$ cat src/irq_pkg.sv
// shared constants and carrier types for the tick and interrupt block
package irq_pkg;
	localparam int NUM_VEC = 11;
	localparam int NUM_GROUPS = 7;
	localparam int NUM_MEMBERS = 17;
	localparam int ADDR_W = 8;
	localparam int TICK_COUNT_W = 15;
	// register byte offsets
	localparam logic [ADDR_W-1:0] ADDR_TICK_CONTROL = 8'h00;
	localparam logic [ADDR_W-1:0] ADDR_IRQ_CONTROL = 8'h04;
	localparam logic [ADDR_W-1:0] ADDR_IRQ_FLAGS = 8'h08;
	localparam logic [ADDR_W-1:0] ADDR_MEMBER_FLAGS = 8'h0c;
	localparam logic [ADDR_W-1:0] ADDR_MEMBER_ENABLE = 8'h10;
	localparam logic [ADDR_W-1:0] ADDR_IRQ_STATUS = 8'h14;
	// tick control fields
	localparam int TC_RUN_BIT = 7;
	localparam int TC_SEL_BIT = 6;
	localparam int TC_PERIOD_LSB = 4;
	localparam logic [1:0] TC_PERIOD_RESET = 2'h3;
	localparam logic [1:0] PRESCALE_LAST = 2'h3;
	// irq control fields: bit 0 global, bits 11:1 per-vector enables
	localparam int CTL_GLOBAL_BIT = 0;
	localparam int CTL_ENABLE_LSB = 1;
	// status fields
	localparam int STAT_REQ_BIT = 4;
	localparam int STAT_STACK_BIT = 5;
	localparam int STAT_GLOBAL_BIT = 6;
	// vector indices, lower index is higher priority
	localparam logic [3:0] VEC_TICK = 4'h0;
	localparam logic [3:0] VEC_GROUP0 = 4'h1;
	localparam logic [3:0] VEC_NVM = 4'h8;
	localparam logic [3:0] VEC_LOWV = 4'h9;
	localparam logic [3:0] VEC_TWOWIRE = 4'ha;
	localparam logic [15:0] VEC_BASE = 16'h0004;
	localparam logic [15:0] VEC_STEP = 16'h0004;
	// owning group of each member source
	localparam logic [2:0] MEMBER_GROUP [NUM_MEMBERS] = '{3'h0, 3'h0, 3'h0, 3'h1, 3'h1, 3'h2, 3'h2, 3'h2,
		3'h2, 3'h3, 3'h3, 3'h4, 3'h4, 3'h5, 3'h5, 3'h6, 3'h6};

	typedef struct packed {
		logic hsel;
		logic [31:0] haddr;
		logic [1:0] htrans;
		logic hwrite;
		logic [2:0] hsize;
		logic [31:0] hwdata;
		logic hready;
	} ahb_req_type;

	typedef struct packed {
		logic hreadyout;
		logic hresp;
		logic [31:0] hrdata;
	} ahb_resp_type;

	typedef struct packed {
		logic nvmDone;
		logic lowVolt;
		logic twowireByte;
		logic [NUM_MEMBERS-1:0] member;
		logic tickOsc;
	} src_event_type;

	typedef struct packed {
		logic ack;
		logic return_from_interrupt;
		logic stackFull;
	} core_in_type;

	typedef struct packed {
		logic req;
		logic [3:0] index;
		logic [15:0] vector;
		logic wake;
	} core_out_type;
endpackage

$ cat src/tick_divider.sv
// tick clock selection and programmable period divider
`timescale 1ns/10ps
module tick_divider import irq_pkg::*; #(
	parameter int BASE_CYCLES = 4096
) (
	// clock and reset
	input wire logic clk_sys,
	input wire logic rstn,
	input wire logic ce,
	// control
	input wire logic run,
	input wire logic clockSelect,
	input wire logic [1:0] periodSelect,
	input wire logic oscPulse,
	// result
	output logic overflow
);
	logic [1:0] prescale;
	logic [TICK_COUNT_W-1:0] count;
	logic [TICK_COUNT_W-1:0] lastCount;
	logic tickEn;

	assign lastCount = TICK_COUNT_W'((BASE_CYCLES << periodSelect) - 1);
	assign tickEn = clockSelect ? (prescale == PRESCALE_LAST) : oscPulse;

	always_ff @(posedge clk_sys or negedge rstn) begin
		if (!rstn) begin
			prescale <= 2'h0;
		end else if (ce) begin
			prescale <= run ? prescale + 2'h1 : 2'h0;
		end
	end

	always_ff @(posedge clk_sys or negedge rstn) begin
		if (!rstn) begin
			count <= '0;
			overflow <= 1'b0;
		end else if (ce) begin
			overflow <= 1'b0;
			if (!run) begin
				count <= '0;
			end else if (tickEn) begin
				if (count >= lastCount) begin
					count <= '0;
					overflow <= 1'b1;
				end else begin
					count <= count + 1'b1;
				end
			end
		end
	end
endmodule // tick_divider

$ cat src/irq_tick_ctrl.sv
// tick generator and interrupt request, enable and vectoring logic
//
// The AHB-Lite interface to the registers and the placing of the registers were decided locally.
`timescale 1ns/10ps
module irq_tick_ctrl import irq_pkg::*; #(
	parameter int TICK_BASE_CYCLES = 4096
) (
	// clock and reset
	input wire logic clk_sys,
	input wire logic rstn,
	input wire logic ce,
	// register bus
	input wire ahb_req_type bus,
	output ahb_resp_type busResp,
	// source events
	input wire src_event_type events,
	// processor core
	input wire core_in_type core,
	output core_out_type coreOut
);
	logic dataPhase;
	logic dataWrite;
	logic [ADDR_W-1:0] dataAddr;
	logic [31:0] readData;
	logic [31:0] next_readData;
	logic addrTake;
	logic wrTick;
	logic wrCtl;
	logic wrFlags;
	logic wrMember;
	logic wrMemEn;

	logic tickRun;
	logic tickSel;
	logic [1:0] tickPeriod;
	logic tickOverflow;
	logic globalEnable;
	logic [NUM_VEC-1:0] vecEnable;
	logic [NUM_VEC-1:0] flags;
	logic [NUM_VEC-1:0] next_flags;
	logic [NUM_VEC-1:0] flagSet;
	logic [NUM_VEC-1:0] ackClr;
	logic [NUM_VEC-1:0] pend;
	logic [NUM_MEMBERS-1:0] memberFlags;
	logic [NUM_MEMBERS-1:0] next_memberFlags;
	logic [NUM_MEMBERS-1:0] memberEnable;
	logic [NUM_MEMBERS-1:0] memberHit;
	logic [NUM_GROUPS-1:0] groupSet;
	logic [NUM_VEC+NUM_MEMBERS-1:0] prevAll;
	logic irqReq;
	logic ackNow;
	logic [3:0] vecIndex;
	logic [3:0] pick;
	logic [15:0] vecAddr;
	logic wake;

	// bus slave, zero wait states while ce is high
	assign addrTake = ce && bus.hsel && bus.htrans[1] && bus.hready;
	assign busResp = '{hreadyout: ce, hresp: 1'b0, hrdata: readData};
	assign coreOut = '{req: irqReq, index: vecIndex, vector: vecAddr, wake: wake};

	always_ff @(posedge clk_sys or negedge rstn) begin
		if (!rstn) begin
			dataPhase <= 1'b0;
			dataWrite <= 1'b0;
			dataAddr <= '0;
		end else if (ce && bus.hready) begin
			dataPhase <= addrTake;
			dataWrite <= bus.hwrite;
			dataAddr <= bus.haddr[ADDR_W-1:0];
		end
	end

	always_comb begin
		wrTick = 1'b0;
		wrCtl = 1'b0;
		wrFlags = 1'b0;
		wrMember = 1'b0;
		wrMemEn = 1'b0;
		if (!(ce && dataPhase && dataWrite)) begin
			wrTick = 1'b0;
		end else if (dataAddr == ADDR_TICK_CONTROL) begin
			wrTick = 1'b1;
		end else if (dataAddr == ADDR_IRQ_CONTROL) begin
			wrCtl = 1'b1;
		end else if (dataAddr == ADDR_IRQ_FLAGS) begin
			wrFlags = 1'b1;
		end else if (dataAddr == ADDR_MEMBER_FLAGS) begin
			wrMember = 1'b1;
		end else if (dataAddr == ADDR_MEMBER_ENABLE) begin
			wrMemEn = 1'b1;
		end
	end

	always_comb begin
		next_readData = '0;
		if (bus.haddr[ADDR_W-1:0] == ADDR_TICK_CONTROL) begin
			next_readData[TC_RUN_BIT] = tickRun;
			next_readData[TC_SEL_BIT] = tickSel;
			next_readData[TC_PERIOD_LSB +: 2] = tickPeriod;
		end else if (bus.haddr[ADDR_W-1:0] == ADDR_IRQ_CONTROL) begin
			next_readData[CTL_GLOBAL_BIT] = globalEnable;
			next_readData[CTL_ENABLE_LSB +: NUM_VEC] = vecEnable;
		end else if (bus.haddr[ADDR_W-1:0] == ADDR_IRQ_FLAGS) begin
			next_readData[NUM_VEC-1:0] = flags;
		end else if (bus.haddr[ADDR_W-1:0] == ADDR_MEMBER_FLAGS) begin
			next_readData[NUM_MEMBERS-1:0] = memberFlags;
		end else if (bus.haddr[ADDR_W-1:0] == ADDR_MEMBER_ENABLE) begin
			next_readData[NUM_MEMBERS-1:0] = memberEnable;
		end else if (bus.haddr[ADDR_W-1:0] == ADDR_IRQ_STATUS) begin
			next_readData[3:0] = vecIndex;
			next_readData[STAT_REQ_BIT] = irqReq;
			next_readData[STAT_STACK_BIT] = core.stackFull;
			next_readData[STAT_GLOBAL_BIT] = globalEnable;
		end
	end

	always_ff @(posedge clk_sys or negedge rstn) begin
		if (!rstn) begin
			readData <= '0;
		end else if (addrTake && !bus.hwrite) begin
			readData <= next_readData;
		end
	end

	// tick control register
	always_ff @(posedge clk_sys or negedge rstn) begin
		if (!rstn) begin
			tickRun <= 1'b0;
			tickSel <= 1'b0;
			tickPeriod <= TC_PERIOD_RESET;
		end else if (wrTick) begin
			tickRun <= bus.hwdata[TC_RUN_BIT];
			tickSel <= bus.hwdata[TC_SEL_BIT];
			tickPeriod <= bus.hwdata[TC_PERIOD_LSB +: 2];
		end
	end

	tick_divider #(
		.BASE_CYCLES(TICK_BASE_CYCLES)
	) divider (
		.clk_sys(clk_sys),
		.rstn(rstn),
		.ce(ce),
		.run(tickRun),
		.clockSelect(tickSel),
		.periodSelect(tickPeriod),
		.oscPulse(events.tickOsc),
		.overflow(tickOverflow)
	);

	// enables
	always_ff @(posedge clk_sys or negedge rstn) begin
		if (!rstn) begin
			vecEnable <= '0;
			memberEnable <= '0;
		end else if (ce) begin
			if (wrCtl) begin
				vecEnable <= bus.hwdata[CTL_ENABLE_LSB +: NUM_VEC];
			end
			if (wrMemEn) begin
				memberEnable <= bus.hwdata[NUM_MEMBERS-1:0];
			end
		end
	end

	always_ff @(posedge clk_sys or negedge rstn) begin
		if (!rstn) begin
			globalEnable <= 1'b0;
		end else if (ce) begin
			if (ackNow) begin
				globalEnable <= 1'b0;
			end else if (core.return_from_interrupt) begin
				globalEnable <= 1'b1;
			end else if (wrCtl) begin
				globalEnable <= bus.hwdata[CTL_GLOBAL_BIT];
			end
		end
	end

	// group flags follow enabled member events
	assign memberHit = events.member & memberEnable;
	always_comb begin
		groupSet = '0;
		for (int m = 0; m < NUM_MEMBERS; m++) begin
			if (memberHit[m]) begin
				groupSet[MEMBER_GROUP[m]] = 1'b1;
			end
		end
	end

	assign flagSet = {events.twowireByte, events.lowVolt, events.nvmDone, groupSet, tickOverflow};
	assign ackNow = ce && core.ack && irqReq;
	assign ackClr = ackNow ? NUM_VEC'(1) << vecIndex : '0;

	// set wins over every clear
	generate
		for (genvar i = 0; i < NUM_VEC; i++) begin : g_flag
			assign next_flags[i] = flagSet[i] | (flags[i] & ~(ackClr[i] | (wrFlags & bus.hwdata[i])));
		end
		for (genvar j = 0; j < NUM_MEMBERS; j++) begin : g_member
			assign next_memberFlags[j] = events.member[j] | (memberFlags[j] & ~(wrMember & bus.hwdata[j]));
		end
	endgenerate

	always_ff @(posedge clk_sys or negedge rstn) begin
		if (!rstn) begin
			flags <= '0;
			memberFlags <= '0;
		end else if (ce) begin
			flags <= next_flags;
			memberFlags <= next_memberFlags;
		end
	end

	// request and vector selection
	assign pend = flags & vecEnable;
	always_comb begin
		pick = 4'h0;
		for (int i = NUM_VEC - 1; i >= 0; i--) begin
			if (pend[i]) begin
				pick = 4'(i);
			end
		end
	end

	always_ff @(posedge clk_sys or negedge rstn) begin
		if (!rstn) begin
			irqReq <= 1'b0;
			vecIndex <= 4'h0;
			vecAddr <= VEC_BASE;
		end else if (ce) begin
			irqReq <= globalEnable && !core.stackFull && (|pend) && !ackNow;
			vecIndex <= pick;
			vecAddr <= VEC_BASE + VEC_STEP * {12'h000, pick};
		end
	end

	// wake on any rising flag
	always_ff @(posedge clk_sys or negedge rstn) begin
		if (!rstn) begin
			prevAll <= '0;
			wake <= 1'b0;
		end else if (ce) begin
			prevAll <= {flags, memberFlags};
			wake <= |({flags, memberFlags} & ~prevAll);
		end
	end
endmodule // irq_tick_ctrl

$ cat config.mk
export PLATFORM = sky130hd
export DESIGN_NAME = irq_tick_ctrl
export DESIGN_NICKNAME = d
export VERILOG_FILES = /design/src/irq_pkg.sv /design/src/tick_divider.sv /design/src/irq_tick_ctrl.sv
export SDC_FILE = /design/constraint.sdc
export NUM_CORES = 1
export LEC_CHECK = 0
export BUFFER_PORTS_ARGS = -buffer_cell sky130_fd_sc_hd__clkbuf_2
export CAP_MARGIN = 20
export CELL_PAD_IN_SITES_DETAIL_PLACEMENT = 1
export CELL_PAD_IN_SITES_GLOBAL_PLACEMENT = 1
export CORE_AREA = 3 3 136 138
export CTS_CLUSTER_DIAMETER = 50
export DETAILED_ROUTE_END_ITERATION = 8
export DIE_AREA = 0 0 139 141
export PLACE_DENSITY = 0.87
export SETUP_SLACK_MARGIN = 0.15
export SLEW_MARGIN = 20
export SYNTH_ARGS = -nofsm -noshare
export SYNTH_HDL_FRONTEND = slang
export SYNTH_SLANG_ARGS = --single-unit
$ cat constraint.sdc
create_clock -name clk_sys -period 2.5 [get_ports clk_sys]
set_clock_uncertainty 0.05 [all_clocks]
set_input_delay 0.5 -clock clk_sys [delete_from_list [all_inputs] [get_ports clk_sys]]
set_output_delay 0.5 -clock clk_sys [all_outputs]
set_load 0.01 [all_outputs]
==> qor.csv <==
metric,value,unit
run status,"complete, no violations",
Hold WS,260,ps
clk buf depth,2,
detailed placement HPWL,16100,um
Core Footprint,0.0173,mm^2
DRC viols,0,
count of final setup violators,0,
post-synth top area cell,dfrtp_1,
pin count of the biggest net entering global routing,59,
Worst Path Max Fanout,8,
clock-pin slew of the registers on the worst-case setup and hold paths,60,ps
Die Y,141,um
share of cells above drive strength 1,25.8,%
Area contributors post-synth,"dfrtp_1 (49%), mux2_2 (7.8%), nand2_1 (5.8%)",
Pleak,4.01,nW
met1 WL,9890,um
RSZ-0062 raised after global routing,true,
sequential-to-total area share from yosys stat,50.0,%
CTS root buf,clkbuf_16,
final instance area,0.00854,mm^2
"Setup Fix Bufs, Post-CTS",0,
Via density,5.96,
hold crit path type,input pin to flip-flop,
fmax,447,MHz
Post-synth top cells,"dfrtp_1 (142), nand2_1 (112), mux2_2 (50)",
"count leader, synth",dfrtp_1,
antenna violations before repair,0,
vias post-DR,6184,
WP data required,2800,ps
WS Path Type,flip-flop to flip-flop,
GR Util All Layers,23.7,%
Placed Instances,1005,
Routed met3 length,1320,um
top layer in use,met4,
wire per inst,22.3,um
CTS sink cnt,145,
Setup crit end kind,flip-flop,
Synth async-reset ratio,100,%
"Area growth, synth to finish",17.7,%
Finished Layout Cells,1038,
Startpoint Class,flip-flop,
met2 wire len,11300,um
pwr dens,683,mW/mm^2
Max VDD drop,0.000449,V
CTS H-Tree Depth,4,
die area,0.0196,mm^2
Starting Density,42.0,%
Final GP Congestion,0.875,
vias in the first global route,6380,
Avg Inst Size Synth,10.3,um^2
fin. max-slew vios,0,
Post-synth EDFFs,0,
Worst Tran Pin Value,807,ps
Pre-Repair DR Iteration Count,5,
CTS tree,built,
register bit count reported by yosys,145,
I/O Buffers,84,
total CTS buffers,17,
Fin Setup TNS,0,ps
Yosys warning total,0,
final core occ,49.4,%
Final ANT Viol Nets,0,
row count,48,
Die Width,139,um
Final #Nets,905,
max_cap viols,0,
arrival time worst endpoint,2530,ps
synthesized cell area,0.00726,mm^2
wire length of the first global-routing pass,36200,um
post-route minimum period,2230,ps
"Hold Vio Cnt, Final",0,
grt total ovfl,0,
IO Pins,155,
post-synth cell types,62,
latest clock arrival within the worst-skew pair,430,ps
DRC marker count from the first detailed-route iteration,559,
Main synth FF type,dfrtp_1,
Tcrit/Tclk final,89.4,%
placed instance area,0.00794,mm^2
Synth Instances,707,
share of the synthesized area in the top cell type,49.0,%
Post-Route WL,23200,um
# diodes,0,
Slew headroom,45.6,%
[cell type report]
type	count	area [um^2]
inverters	44	165
flip-flops and latches	145	3630
multi-input cells	482	3210
repair buffers	110	677
well taps	225	282
fillers	1949	8750
clock buffers	21	450
clock inverters	11	128
[cell usage in the layout, fill, tap and decap left out, types with 9 or more instances in the layout]
cell / count
dfrtp_1: 142
nand2_1: 112
clkbuf_2: 82
mux2_2: 50
inv_1: 44
o21ai_0: 40
a22o_1: 28
conb_1: 27
buf_4: 22
a21oi_1: 19
nor2_1: 18
clkbuf_16: 17
o22ai_1: 16
a22oi_1: 15
nand3_1: 14
a31oi_1: 13
mux2_4: 9
[worst paths after layout]
path / startpoint / end / slack, ps / depth (start not counted)
max: tickPeriod[1] / divider.count[4] / 270 / 8
min: bus[45] / dataAddr[6] / 260 / 2
max reg2reg: tickPeriod[1] / divider.count[4] / 270 / 8
min reg2reg: readData[10] / readData[10] / 420 / 2
max in group asynchronous: rstn / vecEnable[5] / 1210 / 3
min in group asynchronous: rstn / divider.count[10] / 510 / 2
[report_power, final]
| group | internal [mW] | switching (mW) |
|---|---|---|
| clock network | 1.50 | 1.04 |
| logic | 0.253 | 0.382 |
| registers | 2.49 | 0.166 |
| total | 4.24 | 1.59 |
[cells by family (layout without fill, tap and decap cells)]
family	Yosys count	after routing	share of synthesized area (%)
compound gates	181	181	17.5
flops	145	145	50.0
buf+inv	106	186	7.26
fa+ha+maj	6	6	1.03
other cells	1	27	0.0517
xor+xnor	1	1	0.121
simple gates	199	199	12.9
mux	68	68	11.0
[flip-flops by register name, summed over array words and instances, names as in the netlist, 2 cells and up]
register	flops
vecEnable	11
vecIndex	4
divider.count	15
memberEnable	17
readData	17
divider.prescale	2
prevAll	28
memberFlags	17
tickPeriod	2
vecAddr	5
dataAddr	8
flags	11
[what timing repair did]
item,4_1_cts,5_1_grt
hold buffers,1,0
endpoints found under the setup margin,10,22
hold endpoints to repair,39,0
gates resized for setup,1,3
[critical path, cell delays in order, from the launching register on]
cell and delay (ps):
dfstp_2 560, inv_1 60, ha_1 300, a21oi_1 220
o2111ai_1 190, a21oi_2 240, buf_4 210, a41oi_1 150
a31oi_1 170
[metal layers]
layer / GRT usage, % / vias up
met5: 0 / -
met4: 9.99 / 0
met3: 4.10 / 57
met2: 38.3 / 258
met1: 31.6 / 3175
li1: - / 2694
[per-stage QoR]
stage	worst slack, ps	power, mW
2_1_floorplan	405	3.03
3_3_place_gp	190	3.25
3_5_place_dp	106	3.30
4_1_cts	213	5.85
5_1_grt	121	6.05
6_report	265	5.83
(Power assumes the default switching activity.)
